[src/logic/wss_defines.vh]
// Constants for the wakeup startup sequencer.
// Operation
// - Leaving shutdown, step through fixed milestones, then enter normal mode.
// - Second thermistor pin low or load detect pin high is wakeup.
// - If enabled, power the auxiliary regulator 20 ms after wakeup.
// - Always raise init started flag 23 ms after wakeup.
// - Init complete and scan flags at 88 ms, or 58 ms fast.
// - Full scan flag at 221 ms, or 129 ms with fast conversion.
// - Autonomous FET enable at 282 ms, or 284 ms fast.
// - In normal mode, FET decision is re-evaluated every 250 ms only.
// - Alert pin is pulled low while alarm active, else released.
`ifndef WSS_DEFINES_VH
`define WSS_DEFINES_VH
`define WSS_CLK_HZ          20000000
`define WSS_TICK_US         1000
`define WSS_TICK_CYC        ((`WSS_CLK_HZ / 1000000) * `WSS_TICK_US)
`define WSS_T_REG_MS        16'h0014
`define WSS_T_INIT_MS       16'h0017
`define WSS_T_COMP_SLOW_MS  16'h0058
`define WSS_T_COMP_FAST_MS  16'h003A
`define WSS_T_FULL_SLOW_MS  16'h00DD
`define WSS_T_FULL_FAST_MS  16'h0081
`define WSS_T_FET_SLOW_MS   16'h011A
`define WSS_T_FET_FAST_MS   16'h011C
`define WSS_T_EVAL_MS       16'h00FA
`define WSS_ADDR_CTRL       12'h000
`define WSS_ADDR_STAT       12'h004
`define WSS_ADDR_MASK       12'h008
`define WSS_ADDR_STATE      12'h00C
`define WSS_CTRL_RST        32'h0000000F
`define WSS_EV_REG          0
`define WSS_EV_INIT         1
`define WSS_EV_COMP         2
`define WSS_EV_FULL         3
`define WSS_EV_FET          4
`define WSS_NEV             5
`endif

[src/logic/wss_top.v]
// Wakeup startup sequencer top: timeline, flags and alert pin.
`include "wss_defines.vh"
`default_nettype none
module wss_top #(
    parameter TICK_CYC = `WSS_TICK_CYC
) (
    input  wire        pclk,
    input  wire        presetn,
    input  wire        psel,
    input  wire        penable,
    input  wire        pwrite,
    input  wire [11:0] paddr,
    input  wire [31:0] pwdata,
    output wire        pready,
    output wire        pslverr,
    output wire [31:0] prdata,
    input  wire        second_thermistor_pin,
    input  wire        load_detect_pin,
    input  wire        shutdown_req,
    output reg         aux_regulator_output,
    output reg         init_started_flag,
    output reg         init_complete_flag,
    output reg         conversion_scan_flag,
    output reg         full_scan_flag,
    output reg         fets_enabled,
    output reg         normal_mode,
    output wire        alert_out,
    output wire        alert_oe,
    output wire        irq
);
    // ------------------------------------------------------------
    // States
    // ------------------------------------------------------------
    localparam ST_SHUT   = 3'd0;
    localparam ST_REG    = 3'd1;
    localparam ST_INIT   = 3'd2;
    localparam ST_COMP   = 3'd3;
    localparam ST_FULL   = 3'd4;
    localparam ST_FET    = 3'd5;
    localparam ST_NORMAL = 3'd6;

    wire [3:0]  ctrl_reg;
    wire        fast_conversion_select = ctrl_reg[0];
    wire        autonomous_fet_control = ctrl_reg[1];
    wire        reg_auto               = ctrl_reg[2];
    wire        alert_present          = ctrl_reg[3];
    reg  [2:0]  state_reg;
    reg  [2:0]  state_next;
    reg  [15:0] ms_reg;
    reg  [15:0] eval_reg;
    reg  [4:0]  ev;
    wire        tick;
    wire        wake = ~second_thermistor_pin | load_detect_pin;
    wire        alarm;

    function [15:0] pick;
        input       fast;
        input [15:0] slow_ms;
        input [15:0] fast_ms;
        begin
            pick = fast ? fast_ms : slow_ms;
        end
    endfunction

    wire [15:0] t_comp = pick(fast_conversion_select, `WSS_T_COMP_SLOW_MS,
                              `WSS_T_COMP_FAST_MS);
    wire [15:0] t_full = pick(fast_conversion_select, `WSS_T_FULL_SLOW_MS,
                              `WSS_T_FULL_FAST_MS);
    wire [15:0] t_fet  = pick(fast_conversion_select, `WSS_T_FET_SLOW_MS,
                              `WSS_T_FET_FAST_MS);

    wss_tick #(.TICK_CYC(TICK_CYC)) u_tick (
        .pclk    (pclk),
        .presetn (presetn),
        .run     (state_reg != ST_SHUT),
        .tick    (tick)
    );

    wss_apb u_apb (
        .pclk     (pclk),
        .presetn  (presetn),
        .psel     (psel),
        .penable  (penable),
        .pwrite   (pwrite),
        .paddr    (paddr),
        .pwdata   (pwdata),
        .pready   (pready),
        .pslverr  (pslverr),
        .prdata   (prdata),
        .events   (ev),
        .state    (state_reg),
        .fets_on  (fets_enabled),
        .ctrl_reg (ctrl_reg),
        .irq      (irq)
    );

    // ------------------------------------------------------------
    // Milestone sequence
    // ------------------------------------------------------------
    always @*
    begin
        state_next = state_reg;
        case (state_reg)
            ST_SHUT:   if (wake) state_next = ST_REG;
            ST_REG:    if (ms_reg >= `WSS_T_REG_MS) state_next = ST_INIT;
            ST_INIT:   if (ms_reg >= `WSS_T_INIT_MS) state_next = ST_COMP;
            ST_COMP:   if (ms_reg >= t_comp) state_next = ST_FULL;
            ST_FULL:   if (ms_reg >= t_full) state_next = ST_FET;
            ST_FET:    if (ms_reg >= t_fet) state_next = ST_NORMAL;
            ST_NORMAL: if (shutdown_req) state_next = ST_SHUT;
            default:   state_next = ST_SHUT;
        endcase
    end

    always @(posedge pclk or negedge presetn)
    begin
        if (!presetn)
        begin
            state_reg            <= ST_SHUT;
            ms_reg               <= 16'h0000;
            eval_reg             <= 16'h0000;
            ev                   <= 5'h00;
            aux_regulator_output <= 1'b0;
            init_started_flag    <= 1'b0;
            init_complete_flag   <= 1'b0;
            conversion_scan_flag <= 1'b0;
            full_scan_flag       <= 1'b0;
            fets_enabled         <= 1'b0;
            normal_mode          <= 1'b0;
        end
        else
        begin
            state_reg <= state_next;
            ev        <= 5'h00;
            if (state_reg == ST_SHUT)
                ms_reg <= 16'h0000;
            else if (tick && ms_reg != 16'hFFFF)
                ms_reg <= ms_reg + 16'h0001;
            case (state_reg)
                ST_SHUT:
                begin
                    aux_regulator_output <= 1'b0;
                    init_started_flag    <= 1'b0;
                    init_complete_flag   <= 1'b0;
                    conversion_scan_flag <= 1'b0;
                    full_scan_flag       <= 1'b0;
                    fets_enabled         <= 1'b0;
                    normal_mode          <= 1'b0;
                end
                ST_REG:
                    if (state_next == ST_INIT)
                    begin
                        aux_regulator_output <= reg_auto;
                        ev[`WSS_EV_REG]      <= 1'b1;
                    end
                ST_INIT:
                    if (state_next == ST_COMP)
                    begin
                        init_started_flag <= 1'b1;
                        ev[`WSS_EV_INIT]  <= 1'b1;
                    end
                ST_COMP:
                    if (state_next == ST_FULL)
                    begin
                        init_complete_flag   <= 1'b1;
                        conversion_scan_flag <= 1'b1;
                        ev[`WSS_EV_COMP]     <= 1'b1;
                    end
                ST_FULL:
                    if (state_next == ST_FET)
                    begin
                        full_scan_flag   <= 1'b1;
                        ev[`WSS_EV_FULL] <= 1'b1;
                    end
                ST_FET:
                    if (state_next == ST_NORMAL)
                    begin
                        fets_enabled    <= autonomous_fet_control;
                        normal_mode     <= 1'b1;
                        eval_reg        <= 16'h0000;
                        ev[`WSS_EV_FET] <= autonomous_fet_control;
                    end
                ST_NORMAL:
                    if (tick)
                    begin
                        if (eval_reg == `WSS_T_EVAL_MS - 16'h0001)
                        begin
                            eval_reg     <= 16'h0000;
                            fets_enabled <= autonomous_fet_control;
                        end
                        else
                            eval_reg <= eval_reg + 16'h0001;
                    end
                default:
                    normal_mode <= 1'b0;
            endcase
        end
    end

    // ------------------------------------------------------------
    // Alert pin, open drain
    // ------------------------------------------------------------
    assign alarm     = alert_present & (init_started_flag | init_complete_flag
                       | conversion_scan_flag | full_scan_flag);
    assign alert_out = 1'b0;
    assign alert_oe  = alarm;
endmodule // wss_top
`default_nettype wire

[src/logic/wss_tick.v]
// Reference tick generator for the startup sequencer.
`include "wss_defines.vh"
`default_nettype none
module wss_tick #(
    parameter TICK_CYC = `WSS_TICK_CYC
) (
    input  wire pclk,
    input  wire presetn,
    input  wire run,
    output reg  tick
);
    reg [31:0] cnt_reg;
    always @(posedge pclk or negedge presetn)
    begin
        if (!presetn)
        begin
            cnt_reg <= 32'h00000000;
            tick    <= 1'b0;
        end
        else if (!run)
        begin
            cnt_reg <= 32'h00000000;
            tick    <= 1'b0;
        end
        else if (cnt_reg == TICK_CYC - 1)
        begin
            cnt_reg <= 32'h00000000;
            tick    <= 1'b1;
        end
        else
        begin
            cnt_reg <= cnt_reg + 32'h00000001;
            tick    <= 1'b0;
        end
    end
endmodule // wss_tick
`default_nettype wire

[src/logic/wss_apb.v]
// APB register file for the startup sequencer.
`include "wss_defines.vh"
`default_nettype none
module wss_apb (
    input  wire        pclk,
    input  wire        presetn,
    input  wire        psel,
    input  wire        penable,
    input  wire        pwrite,
    input  wire [11:0] paddr,
    input  wire [31:0] pwdata,
    output wire        pready,
    output wire        pslverr,
    output reg  [31:0] prdata,
    input  wire [4:0]  events,
    input  wire [2:0]  state,
    input  wire        fets_on,
    output reg  [3:0]  ctrl_reg,
    output wire        irq
);
    reg [4:0] stat_reg;
    reg [4:0] mask_reg;
    wire wr = psel & penable & pwrite;
    wire setup_rd = psel & ~penable & ~pwrite;
    wire hit = (paddr == `WSS_ADDR_CTRL) | (paddr == `WSS_ADDR_STAT) |
               (paddr == `WSS_ADDR_MASK) | (paddr == `WSS_ADDR_STATE);
    assign pready  = 1'b1;
    assign pslverr = psel & penable & ~hit;
    assign irq     = |(stat_reg & mask_reg);
    always @(posedge pclk or negedge presetn)
    begin
        if (!presetn)
        begin
            ctrl_reg <= 4'hF;
            mask_reg <= 5'h00;
            stat_reg <= 5'h00;
            prdata   <= 32'h00000000;
        end
        else
        begin
            if (wr && paddr == `WSS_ADDR_CTRL)
                ctrl_reg <= pwdata[3:0];
            if (wr && paddr == `WSS_ADDR_MASK)
                mask_reg <= pwdata[4:0];
            if (wr && paddr == `WSS_ADDR_STAT)
                stat_reg <= (stat_reg & ~pwdata[4:0]) | events;
            else
                stat_reg <= stat_reg | events;
            if (setup_rd)
            begin
                case (paddr)
                    `WSS_ADDR_CTRL:  prdata <= {28'h0000000, ctrl_reg};
                    `WSS_ADDR_STAT:  prdata <= {27'h0000000, stat_reg};
                    `WSS_ADDR_MASK:  prdata <= {27'h0000000, mask_reg};
                    `WSS_ADDR_STATE: prdata <= {28'h0000000, fets_on, state};
                    default:         prdata <= 32'h00000000;
                endcase
            end
        end
    end
endmodule // wss_apb
`default_nettype wire

[config.mk]
export PLATFORM = sky130hd
export DESIGN_NAME = wss_top
export DESIGN_NICKNAME = d
export VERILOG_FILES = /design/src/logic/wss_top.v /design/src/logic/wss_tick.v /design/src/logic/wss_apb.v
export VERILOG_INCLUDE_DIRS = /design/src /design/src/logic
export SDC_FILE = /design/constraint.sdc
export NUM_CORES = 1
export LEC_CHECK = 0
export CORE_AREA = 2 2 110 112
export DETAILED_ROUTE_END_ITERATION = 6
export DIE_AREA = 0 0 112 114
export DONT_BUFFER_PORTS = 1
export PLACE_DENSITY = 0.64
export SYNTH_ARGS = -nofsm -noshare
export SYNTH_HDL_FRONTEND = slang
export SYNTH_SLANG_ARGS = --single-unit
[constraint.sdc]
create_clock -name pclk -period 3.9 [get_ports pclk]
set_input_delay 0.78 -clock pclk [delete_from_list [all_inputs] [get_ports pclk]]
set_output_delay 0.78 -clock pclk [all_outputs]
set_load 0.005 [all_outputs]
== Word-level counts from Yosys, hierarchy flattened ==
Cells that the tools add are included.

* Bits in registers: 125
* Bits in latches: 0
* Bits in writable memories: 0
* Memory bits (read-only): 0
* Bits of input ports: 52
* Output and inout port bits: 44
* Word-level logic and storage cells: 141
* Memories: 0

* Add/sub/neg operators: 3
* $mul: 0
* Divide/modulo/power cells: 0
* Magnitude comparators: 5
* Equality and inequality tests: 24
* Shifts and indexed selects: 0
* Multiplexer cells: 47
* Bitwise logic cells: 23
* Reductions and logical operators: 23

{| class="wikitable"
|+ Operators by type and width
! operator !! count
|-
| two-way mux 16 bit || 5
|-
| two-way mux 32 bit || 2
|-
| adder 16 x 1 -> 16 bit, second input constant || 2
|-
| adder 32 x 1 -> 32 bit, second input constant || 1
|-
| == test 32 x 15 -> 1 bit, second input constant || 1
|-
| greater-or-equal comparator 16 x 5 -> 1 bit, second input constant || 2
|-
| one-hot mux 16 bit (2 select lines) || 1
|-
| == test 12 x 4 -> 1 bit, second input constant || 2
|-
| two-way mux 3 bit || 8
|-
| one-hot mux 3 bit (7 select lines) || 1
|-
| two-way mux 1 bit || 20
|-
| one-hot mux 5 bit (4 select lines) || 1
|-
| == test 3 bit, second input constant || 6
|-
| == test 16 x 8 -> 1 bit, second input constant || 1
|-
| greater-or-equal comparator 16 x 7 -> 1 bit || 1
|-
| greater-or-equal comparator 16 x 8 -> 1 bit || 1
|-
| greater-or-equal comparator 16 x 9 -> 1 bit || 1
|-
| != test 16 bit, second input constant || 1
|-
| two-way mux 7 bit || 2
|-
| == test 12 x 3 -> 1 bit, second input constant || 1
|-
| == test 3 x 2 -> 1 bit, second input constant || 4
|-
| logical NOT 12 bit || 1
|-
| != test 2 bit, second input constant || 6
|-
| nonzero test 2 bit || 6
|-
| other kinds (18) || 48
|}

== Logic depth before layout (Yosys ltp) ==
Gate-level depths: netlist of run 1.

* Depth after elaboration: 7
* Depth in mapped cells: 8
* Depth with buffers taken out: 7

== Modules after synthesis ==
A second synthesis of run 1 with hierarchy kept.

* Cells, all modules: 601
* Area total of the unflattened synthesis: 5813.1 µm²

{| class="wikitable"
|+ By module, submodules not included
! module !! times used !! cells each !! area each (µm²) !! sequential area each (µm²)
|-
| wss_top || 1 || 304 || 2842.7 || 1151.1
|-
| wss_tick || 1 || 185 || 1765.4 || 825.8
|-
| wss_apb || 1 || 112 || 1204.9 || 480.5
|}

== Worst setup path after synthesis of run 1 ==
OpenSTA, ideal clock, no wires.

* Kind: input -> output
* Start: input paddr[1]
* End: output pslverr
* Data arrival time: 1.941 ns
* Required time: 3.120 ns
* Setup slack: 1.179 ns
* Stages on the path: 3
* Path buffers: 0
* Cell sequence: nor4_1 -> nand3_1 -> and3_1

* Cells in the longest elaborated chain, start to end: 6
* Elaborated cells between the ends (all ways): 9
* Those cells by class: eq/ne: 3; bitwise: 5; reduce/logical: 1

{| class="wikitable"
|+ Ends and longest elaborated chain
! what !! line !! source
|-
| start, declared || wss_top.v:12 || <nowiki>input wire [11:0] paddr,</nowiki>
|-
| == test 12 x 3 -> 1 bit (no source line) or logical NOT 12 bit (tied branches) || - ||
|-
| bitwise OR 1 bit (2 in a row) || wss_apb.v:25 || <nowiki>wire hit = (paddr == `WSS_ADDR_CTRL) | (paddr == `WSS_ADDR_STAT) |</nowiki>
|-
| bitwise OR 1 bit (*) || wss_apb.v:25 ||
|-
| NOT 1 bit (*) || wss_apb.v:28 || <nowiki>assign pslverr = psel & penable & ~hit;</nowiki>
|-
| AND 1 bit (*) || wss_apb.v:28 ||
|-
| end, declared || wss_top.v:15 || <nowiki>output wire pslverr,</nowiki>
|}

Every way passes the cells marked *; elsewhere a longest branch is shown, timed or not.

== Final worst setup path of run 1 ==
Same ends and word-level chain as after synthesis.

==> results.py, run 1 <==
metrics = {
    "floorplanning": {
        "row_count": 40,
        "die_area_mm2": 0.0128,
        "ioPinCount": 96,
        "start_util_pct": 48.6,
        "die_x_um": 112,
        "core_mm2": 0.0117,
        "fp.dieH_um": 114,
    },
    "routing": {
        "ant_nets": 0,
        "drc_errors": 0,
        "totalWireLength_um": 11400,
        "firstDrtPassIters": 4,
        "routedWlPerCell_um": 15.5,
        "drt_iter0_drc": 282,
        "viasPerCell": 5.74,
        "vias": 4220,
    },
    "grt": {
        "grt_pass1_wl_um": 20000,
        "antenna_found_initial": 0,
        "first_global_vias": 4294,
        "grt_max_degree": 99,
        "gr-total-overflow": 0,
        "grtUsageTotal_pct": 18.9,
    },
    "yosys": {
        "ys_seq_elements": 98,
        "synth_top_family_by_area": "simple AND/OR/NAND/NOR gates",
        "synth_seq_area_share_pct": 43.1,
        "netlist_top_cells_count": "dfrtp_1 (94), nor2_1 (54), nand2_1 (46)",
        "syn_area_per_cell_um2": 9.56,
        "yosysWarningCount": 0,
        "synth_edf_count": 0,
        "yosys.area_share.xor_xnor_pct": 6.00,
        "synth_cell_types": 65,
        "netlist.area_leader.share_pct": 41.3,
        "synthMuxAreaShare_pct": 4.22,
        "synth_top_area_cell": "dfrtp_1",
        "synthFlopType": "dfrtp_1",
        "synthArstFlopShare_pct": 100,
        "yosys.area_share.adder_pct": 3.30,
        "yosysMostFrequentCell": "dfrtp_1",
        "synthTopCellsByArea": "dfrtp_1 (41%), buf_4 (4.0%), xnor2_1 (3.8%), nor2_1 (3.6%), ha_1 (3.3%)",
        "syn_inst": 596,
        "synth-compound-area-share_pct": 10.3,
        "synth_area_mm2": 0.00570,
        "synth-simple-area-share_pct": 25.3,
    },
    "finish": {
        "fillers": 1096,
        "nNetsFinal": 650,
        "final_util_pct": 50.6,
        "final-seq-area_mm2": 0.00246,
        "largest_reg_flops": 32,
        "area_growth_pct": 3.95,
        "multi_input_area_mm2": 0.00291,
        "insertedDiodeCount": 0,
        "drive_above_1_share_pct": 10.0,
    },
    "cts": {
        "cts_root_buffer": "clkbuf_16",
        "postCtsSetupBuffers": 0,
        "post_cts_resized": 0,
        "htreeDepth": 3,
        "numCtsBuffers": 9,
        "clockBufferDepth": 2,
        "insertion_delay_ns": 0.34,
        "cts_hold_buf": 0,
        "clkTransAtPathRegs_ns": 0.07,
        "tritoncts": "done",
        "cts.sinks": 98,
    },
    "critical_path": {
        "cp_cell_sequence": "nor4_1 > nand3_1 > and3_1",
        "crit_buf_inv": 0,
        "cp-start-kind": "input port",
        "rrSetupSlack_ns": 1.37,
        "slowest_delay_ns": 0.64,
        "timing.rr.end": "u_tick.cnt_reg[25]$_DFF_PN0_",
        "critical_path_class": "input port to output pin",
        "critical_path_arrival_ns": 2.16,
        "critical_path.max_fanout": 5,
        "critPathCaptureType": "output pin",
        "crit_cells": 3,
        "reg2regPathDepth": 5,
        "required_ns": 3.12,
        "critPathTopFamily": "simple AND/OR/NAND/NOR gates",
        "timing.rr.start": "u_tick.cnt_reg[27]$_DFF_PN0_",
        "crit_slowest_cell": "nor4_1",
    },
    "place": {
        "port_buffers": 0,
        "place_hpwl_um": 8000,
        "gp_congestion": 0.839,
    },
    "timing": {
        "fin_crit_ns": 2.94,
        "tightest_slew_ns": 0.865,
        "tns_ns": 0,
        "rsz0062_at_grt": "false",
        "hold_viol_final": 0,
        "fmax_mhz": 340,
        "holdWs_ns": 0.128,
        "relSlewSlack_pct": 41.9,
        "finalClockSkew_ns": 0.00864,
        "finalCritPeriodShare_pct": 75.5,
        "report.final.slew_viol_count": 0,
        "setup_viol": 0,
    },
    "hold_path": {
        "hold_path.class": "input port to asynchronous set/reset pin",
    },
    "pwr": {
        "p_leak_nw": 2.57,
        "ir_drop_uv": 225,
        "power_density_mw_per_mm2": 344,
    },
    "flow_run": {
        "maxCapViolations": 0,
    },
    "run_status": {
        "status": "complete, no violations",
    },
}
-- layer usage --
metal  global-route usage (%)  share of wire [%]  up-vias  wire length [um]
li1                         -                  -     2056                 -
met1                     24.6                 46     2043              5250
met2                     31.9                 48      106              5460
met3                     3.24                4.6       15               523
met4                     6.91                1.6        0               177
met5                        0                  0        -                 0
-- stage by stage --
| stage | setup WS, ns | power, mW | instances | area (um2) |
|---|---|---|---|---|
| finish | 0.957 | 2.04 | 735 | 5920 |
| CTS | 0.979 | 2.06 | 735 | 5920 |
| detailed placement | 0.983 | 1.24 | 719 | 5650 |
| global route | 0.814 | 2.13 | 735 | 5920 |
| global placement | 1.05 | 1.23 | 719 | 5650 |
| floorplan | 1.18 | 1.24 | 623 | 5800 |
-- area by class of cell --
class / instances / area share, %
sequential: 98 / 41.5
inverter: 20 / 1.27
timing repair buffer: 3 / 0.380
tap: 147 / 3.11
clock inverter: 6 / 0.740
multi-input combinational: 451 / 49.1
clock buffer: 10 / 3.87
-- cells by family (layout without fill, tap and decap cells) --
logic type | Yosys count | in the layout
AO/OA/AOI/OAI | 87 | 87
XOR/XNOR | 39 | 39
adder cells (fa/ha/maj) | 15 | 15
buffers and inverters | 74 | 39
flip-flops | 98 | 98
multiplexers | 18 | 18
other | 2 | 29
AND/OR/NAND/NOR | 263 | 263
-- worst register-to-register path, cell delays in order, from the launching register on --
cell and delay [ns]:
dfrtp_1 0.47, or4_1 0.54, or4_1 0.43, or4_4 0.52, nand2_4 0.33, nor2_1 0.12
-- placed cells by master, fill, tap and decap left out, types with 4 or more instances in the layout --
cell type	netlist	routed
inv_1	20	20
clkbuf_16	0	9
xor2_1	14	14
or3_1	10	10
o21ai_0	22	22
or2_2	4	4
conb_1	2	29
nand2_1	46	46
nor2_2	8	8
dfrtp_1	94	94
nor2_1	54	54
mux2_2	8	8
nor3_1	28	28
a22o_1	5	5
nand3_1	28	28
clkinvlp_4	0	4
mux4_2	4	4
dfstp_2	4	4
nor4_1	16	16
or4_1	4	4
nor2b_1	4	4
and4_1	7	7
ha_1	15	15
xnor2_1	25	25
a31oi_1	10	10
a22oi_1	5	5
a21o_1	11	11
mux2i_1	6	6
and3_1	6	6
nand4_1	22	22
a21oi_1	12	12
-- how the worst max path moves through the flow --
stage	start	to
final	paddr[1]	pslverr
after global routing	paddr[1]	pslverr
after CTS	paddr[1]	pslverr
after detailed placement	paddr[1]	pslverr
after global placement	paddr[1]	pslverr
after floorplan	paddr[1]	pslverr
-- power by group --
part           internal [mW]  total, mW  switching (mW)
Combinational         0.0560      0.123          0.0674
Clock                  0.432      0.816           0.384
Sequential              1.05       1.10          0.0467
Total                   1.54       2.04           0.498
Note: power is estimated with default switching activity, not from simulation.
==> run 2: changes to the inputs <==
--- a/config.mk
+++ b/config.mk
@@ -6,9 +6,10 @@
 export SDC_FILE = /design/constraint.sdc
 export NUM_CORES = 1
 export LEC_CHECK = 0
-export CORE_AREA = 2 2 110 112
+export ABC_AREA = 1
+export CORE_AREA = 2 2 118 120
 export DETAILED_ROUTE_END_ITERATION = 6
-export DIE_AREA = 0 0 112 114
+export DIE_AREA = 0 0 120 122
 export DONT_BUFFER_PORTS = 1
 export PLACE_DENSITY = 0.64
 export SYNTH_ARGS = -nofsm -noshare
==> constraint.sdc (replaced) <==
create_clock -name pclk -period 2.9 [get_ports pclk]
set_input_delay 0.58 -clock pclk [delete_from_list [all_inputs] [get_ports pclk]]
set_output_delay 0.58 -clock pclk [all_outputs]
set_load 0.005 [all_outputs]
==> results.py, run 2 <==
metrics = {
    "run_status": {
        "status": "complete, no violations",
    },
    "cts": {
        "insertion_delay_ns": 0.35,
        "tritoncts": "done",
        "postCtsSetupBuffers": 0,
        "clockBufferDepth": 2,
        "cts_hold_buf": 1,
        "numCtsBuffers": 9,
        "cts.sinks": 98,
        "htreeDepth": 3,
        "cts_root_buffer": "clkbuf_16",
        "post_cts_resized": 0,
        "clkTransAtPathRegs_ns": 0.07,
    },
    "yosys": {
        "yosysWarningCount": 0,
        "synthFlopType": "dfrtp_1",
        "syn_inst": 968,
        "synth_top_area_cell": "dfrtp_1",
        "synth_area_mm2": 0.00651,
        "synth_cell_types": 37,
        "ys_seq_elements": 98,
        "netlist.area_leader.share_pct": 36.1,
        "synthTopCellsByArea": "dfrtp_1 (36%), nand2_1 (17%), nor2_1 (8.8%), nand3_1 (7.7%), inv_1 (5.8%)",
        "synth_edf_count": 0,
        "netlist_top_cells_count": "nand2_1 (293), nor2_1 (153), inv_1 (101)",
        "yosysMostFrequentCell": "nand2_1",
        "synth_seq_area_share_pct": 37.7,
        "synthArstFlopShare_pct": 100,
        "syn_area_per_cell_um2": 6.73,
    },
    "place": {
        "gp_congestion": 0.888,
        "post_dp_cell_area_mm2": 0.00654,
        "post-place-cells": 1132,
        "place_hpwl_um": 10900,
        "preCtsSetupSlack_ns": 0.629,
        "port_buffers": 0,
    },
    "grt": {
        "gr-total-overflow": 0,
        "use_met3_pct": 3.98,
        "grt_max_degree": 95,
        "antenna_found_initial": 0,
        "first_global_vias": 5281,
        "grt-busiest-layer": "met2",
        "use_met2_pct": 34.6,
        "grt_use_met1_pct": 30.1,
        "grtUsageTotal_pct": 21.6,
        "grt_pass1_wl_um": 25500,
    },
    "routing": {
        "vias": 5656,
        "drt_iter0_drc": 380,
        "firstDrtPassIters": 5,
        "drc_errors": 0,
        "routedWlPerCell_um": 13.0,
        "ant_nets": 0,
        "viasPerCell": 4.92,
        "totalWireLength_um": 14900,
    },
    "timing": {
        "finalCritPeriodShare_pct": 78.3,
        "tns_ns": 0,
        "fin_crit_ns": 2.27,
        "tightest_slew_ns": 0.615,
        "rsz0062_at_grt": "false",
        "report.final.slew_viol_count": 0,
        "finalClockSkew_ns": 0.00751,
        "holdWs_ns": 0.0723,
        "fmax_mhz": 440,
        "setup_slack_ns": 0.629,
        "setup_viol": 0,
        "hold_viol_final": 0,
        "relSlewSlack_pct": 58.9,
    },
    "floorplanning": {
        "die_x_um": 120,
        "die_area_mm2": 0.0146,
        "core_mm2": 0.0135,
        "fp.dieH_um": 122,
        "row_count": 43,
        "ioPinCount": 96,
        "start_util_pct": 48.2,
    },
    "critical_path": {
        "cp_cell_sequence": "inv_1 > ha_1 > nand2_1 > nand2_1 > nand2_1 > nand2_1 > nand2_1 > nand4_1 > nand2_2 > nand2_1 > nand2_1",
        "timing.rr.start": "u_apb.ctrl_reg[0]$_DFFE_PN1P_",
        "critPathCaptureType": "flip-flop",
        "startpoint": "u_apb.ctrl_reg[0]$_DFFE_PN1P_",
        "critical_path.max_fanout": 16,
        "crit_buf_inv": 1,
        "cp_common_cell": "nand2_1",
        "required_ns": 3.18,
        "critical_path_arrival_ns": 2.55,
        "critical_path_class": "flip-flop to flip-flop",
        "cp-start-kind": "flip-flop",
        "crit_slowest_cell": "dfstp_2",
        "slowest_delay_ns": 0.62,
        "critPathTopFamily": "simple AND/OR/NAND/NOR gates",
    },
    "finish": {
        "insertedDiodeCount": 0,
        "final_area_mm2": 0.00687,
        "layout_common_cells": "nand2_1 (293), nor2_1 (153), inv_1 (101)",
        "nNetsFinal": 1031,
        "largest_reg_flops": 32,
        "final_util_pct": 50.9,
        "drive_above_1_share_pct": 5.16,
        "layout_commonest_cell": "nand2_1",
        "finalNonFillerCells": 1149,
        "fillers": 1391,
        "area_growth_pct": 5.42,
    },
    "hold_path": {
        "hold_path.class": "input port to asynchronous set/reset pin",
    },
    "pwr": {
        "finalPower_mw": 2.64,
        "power_density_mw_per_mm2": 385,
        "p_leak_nw": 3.38,
        "ir_drop_uv": 327,
    },
    "flow_run": {
        "maxCapViolations": 0,
    },
}
## run 2: cell types whose count changed after synthesis, sizes merged, moves of 9 or more
cell,previous run,this run
nand4,22,12
clkbuf,19,5
nand2,47,294
nor2,62,160
nor4,18,1
o21ai,22,40
or3,10,0
nand3,29,101
buf,35,45
inv,20,107
xnor2,25,8
a31oi,10,1
## run 2: worst register-to-register path: cells and delay by family, from the launching register on
kind	cells	cell delay (ns)
and+or+nand+nor	9	1.10
adders and majority gates	1	0.35
DFF	1	0.62
buffers and inverters	1	0.13
## run 2: final cells by class
| cell class | count | area [um2] | share of cell area, % |
|---|---|---|---|
| clock buffers | 11 | 243 | 3.53 |
| clock inverters | 5 | 53.8 | 0.783 |
| inverters | 107 | 402 | 5.85 |
| multi-input cells | 740 | 3410 | 49.6 |
| flip-flops and latches | 98 | 2460 | 35.8 |
| well taps | 180 | 225 | 3.28 |
| repair buffers | 8 | 80.1 | 1.17 |
## run 2: metal layers
layer | share of wire (%) | vias to the layer above
met4 | 1.0 | 0
li1 | - | 2989
met1 | 50 | 2547
met5 | 0 | -
met3 | 3.7 | 13
met2 | 46 | 107
## run 2: where the power goes
part,internal (mW),switching [mW]
Sequential,1.37,0.000218
Combinational,0.00899,0.0437
Clock,0.691,0.535
Total,2.07,0.578
## run 2: cell families (layout without fill, tap and decap cells)
kind of cell / after synthesis / in the layout / synth area share (%)
XOR/XNOR: 23 / 23 / 3.09
buffers and inverters: 157 / 131 / 11.5
AO/OA/AOI/OAI: 62 / 62 / 5.17
flip-flops: 98 / 98 / 37.7
adder cells (fa/ha/maj): 15 / 15 / 2.88
other: 2 / 29 / 0.115
AND/OR/NAND/NOR: 611 / 611 / 39.5
## run 2: final timing paths
kind	end	slack [ns]	depth (start not counted)
worst max register to register	eval_reg[3]$_DFFE_PN0P_	0.63	11
worst min-delay path	u_apb.ctrl_reg[0]$_DFFE_PN1P_	0.07	0
worst max-delay path	eval_reg[3]$_DFFE_PN0P_	0.63	11
max in group asynchronous	u_tick.cnt_reg[14]$_DFF_PN0_	2.39	1
worst min register to register	u_apb.stat_reg[2]$_DFF_PN0_	0.43	1
min in group pclk	state_reg[2]$_DFF_PN0_	0.36	1
==> run 3: changes to the inputs <==
==> constraint.sdc (replaced) <==
create_clock -name pclk -period 2.24 [get_ports pclk]
set_input_delay 0.448 -clock pclk [delete_from_list [all_inputs] [get_ports pclk]]
set_output_delay 0.448 -clock pclk [all_outputs]
set_load 0.005 [all_outputs]
==> results.py, run 3 (synthesis gave the netlist of run 2 again) <==
metrics = {
    "grt": {
        "grtUsageTotal_pct": 21.3,
        "gr-total-overflow": 0,
        "grt_pass1_wl_um": 25000,
        "first_global_vias": 5188,
        "antenna_found_initial": 0,
        "grt_max_degree": 99,
    },
    "finish": {
        "largest_reg_flops": 32,
        "nNetsFinal": 1036,
        "layout_commonest_cell": "nand2_1",
        "final_area_mm2": 0.00690,
        "insertedDiodeCount": 0,
        "layout_common_cells": "nand2_1 (293), nor2_1 (153), inv_1 (101)",
        "area_growth_pct": 5.95,
        "drive_above_1_share_pct": 5.54,
    },
    "routing": {
        "vias": 5677,
        "wl_met1_um": 7360,
        "firstDrtPassIters": 5,
        "drt_iter0_drc": 375,
        "routedWlPerCell_um": 12.9,
        "wl_met2_um": 6690,
        "drc_errors": 0,
        "totalWireLength_um": 14900,
        "top_layer": "met4",
        "ant_nets": 0,
        "viasPerCell": 4.92,
        "wl_met3_um": 616,
    },
    "pwr": {
        "ir_drop_uv": 330,
        "p_switching_mw": 0.743,
        "power_density_mw_per_mm2": 492,
        "switching_share_pct": 21.9,
        "power_frac_clock_pct": 46.9,
        "p_leak_nw": 3.39,
        "comb_power_share_pct": 0.9,
        "pwr-share-seq_pct": 52.1,
        "p_int_mw": 2.65,
    },
    "cts": {
        "clockBufferDepth": 2,
        "insertion_delay_ns": 0.36,
        "htreeDepth": 3,
        "cts_root_buffer": "clkbuf_16",
        "cts.sinks": 98,
        "tritoncts": "done",
        "clkTransAtPathRegs_ns": 0.07,
        "numCtsBuffers": 9,
    },
    "critical_path": {
        "critical_path.max_fanout": 16,
        "required_ns": 2.49,
        "cp-start-kind": "flip-flop",
        "critical_path_class": "flip-flop to flip-flop",
        "critical_path_arrival_ns": 2.23,
        "critPathCaptureType": "flip-flop",
    },
    "floorplanning": {
        "die_area_mm2": 0.0146,
        "start_util_pct": 48.2,
        "die_x_um": 120,
        "ioPinCount": 96,
        "fp.dieH_um": 122,
        "row_count": 43,
        "core_mm2": 0.0135,
    },
    "timing": {
        "report.final.slew_viol_count": 0,
        "hold_viol_final": 97,
        "fmax_mhz": 504,
        "tns_ns": 0,
        "holdWs_ns": -0.220,
        "finalClockSkew_ns": 0.0103,
        "fin_crit_ns": 1.99,
        "finalCritPeriodShare_pct": 88.7,
        "rsz0062_at_grt": "false",
        "setup_viol": 0,
    },
    "place": {
        "gp_congestion": 0.884,
        "place_hpwl_um": 10900,
        "port_buffers": 0,
        "post_dp_cell_area_mm2": 0.00659,
    },
    "run_status": {
        "violations": "hold timing",
        "status": "finished with violations",
    },
    "hold_path": {
        "hold_path.class": "input port to asynchronous set/reset pin",
    },
    "flow_run": {
        "maxCapViolations": 0,
    },
}
==> run 3: power groups by stage <==
stage | registers [mW] | clock network [mW] | logic (mW)
4_1_cts | 1.77 | 1.64 | 0.0310
3_3_place_gp | 1.80 | 0 | 0.0309
5_1_grt | 1.77 | 1.71 | 0.0383
2_1_floorplan | 1.80 | 0 | 0.0630
6_report | 1.77 | 1.59 | 0.0318
3_5_place_dp | 1.80 | 0 | 0.0309
==> run 3: area by class of cell <==
cell class | count | area [um2]
Clock buffer | 11 | 233
Clock inverter | 5 | 63.8
Fill cell | 1389 | 6600
Inverter | 107 | 402
Multi-Input combinational cell | 740 | 3410
Sequential cell | 98 | 2460
Tap cell | 180 | 225
Timing Repair Buffer | 13 | 110
==> run 3: path summary, 6_finish.rpt <==
kind	from	endpoint	slack, ns	depth (start not counted)
setup / recovery	u_apb.ctrl_reg[0]$_DFFE_PN1P_	eval_reg[4]$_DFFE_PN0P_	0.25	11
setup reg to reg	u_apb.ctrl_reg[0]$_DFFE_PN1P_	eval_reg[4]$_DFFE_PN0P_	0.25	11
hold reg to reg	ev[3]$_DFF_PN0_	u_apb.stat_reg[3]$_DFF_PN0_	0.42	1
hold / removal	presetn	u_apb.prdata[0]$_DFFE_PN0P_	-0.22	0
max in group asynchronous	presetn	u_apb.ctrl_reg[3]$_DFFE_PN1P_	2.22	0
min in group pclk	pwdata[1]	u_apb.ctrl_reg[1]$_DFFE_PN1P_	0.20	2
==> run 3: repair_timing <==
item / 4_1_cts / 5_1_grt
setup buffers: 0 / 1
resized for setup: 0 / 1
setup endpoints to repair: 0 / 16
endpoints found under the hold margin: 98 / 98
==> run 3: stage by stage <==
| stage | power, mW | worst slack (ns) | std cells | utilization, % |
|---|---|---|---|---|
| after global routing | 3.51 | 0.0485 | 1154 | 51.1 |
| after floorplan | 1.87 | 0.422 | 995 | - |
| final | 3.39 | 0.254 | 1154 | 51.1 |
| after global placement | 1.83 | 0.184 | 1137 | 48.8 |
| after detailed placement | 1.83 | 0.148 | 1137 | 48.8 |
| after CTS | 3.44 | 0.120 | 1153 | 51.0 |
==> run 3: layer usage <==
layer  up-vias  global-route usage (%)
met3        19                    4.26
li1       2991                       -
met5         -                       0
met1      2562                    29.7
met2       105                    33.4
met4         0                    6.47
==> run 3: critical path, cell delays in order, from the launching register on <==
cell and delay, ns:
dfstp_2 0.53, inv_1 0.08, ha_1 0.33, nand2_1 0.08, nand2_1 0.05, nand2_1 0.05
nand2_1 0.04, nand2_1 0.07, nand4_1 0.20, buf_4 0.28, nand3_1 0.10, nand2_1 0.05
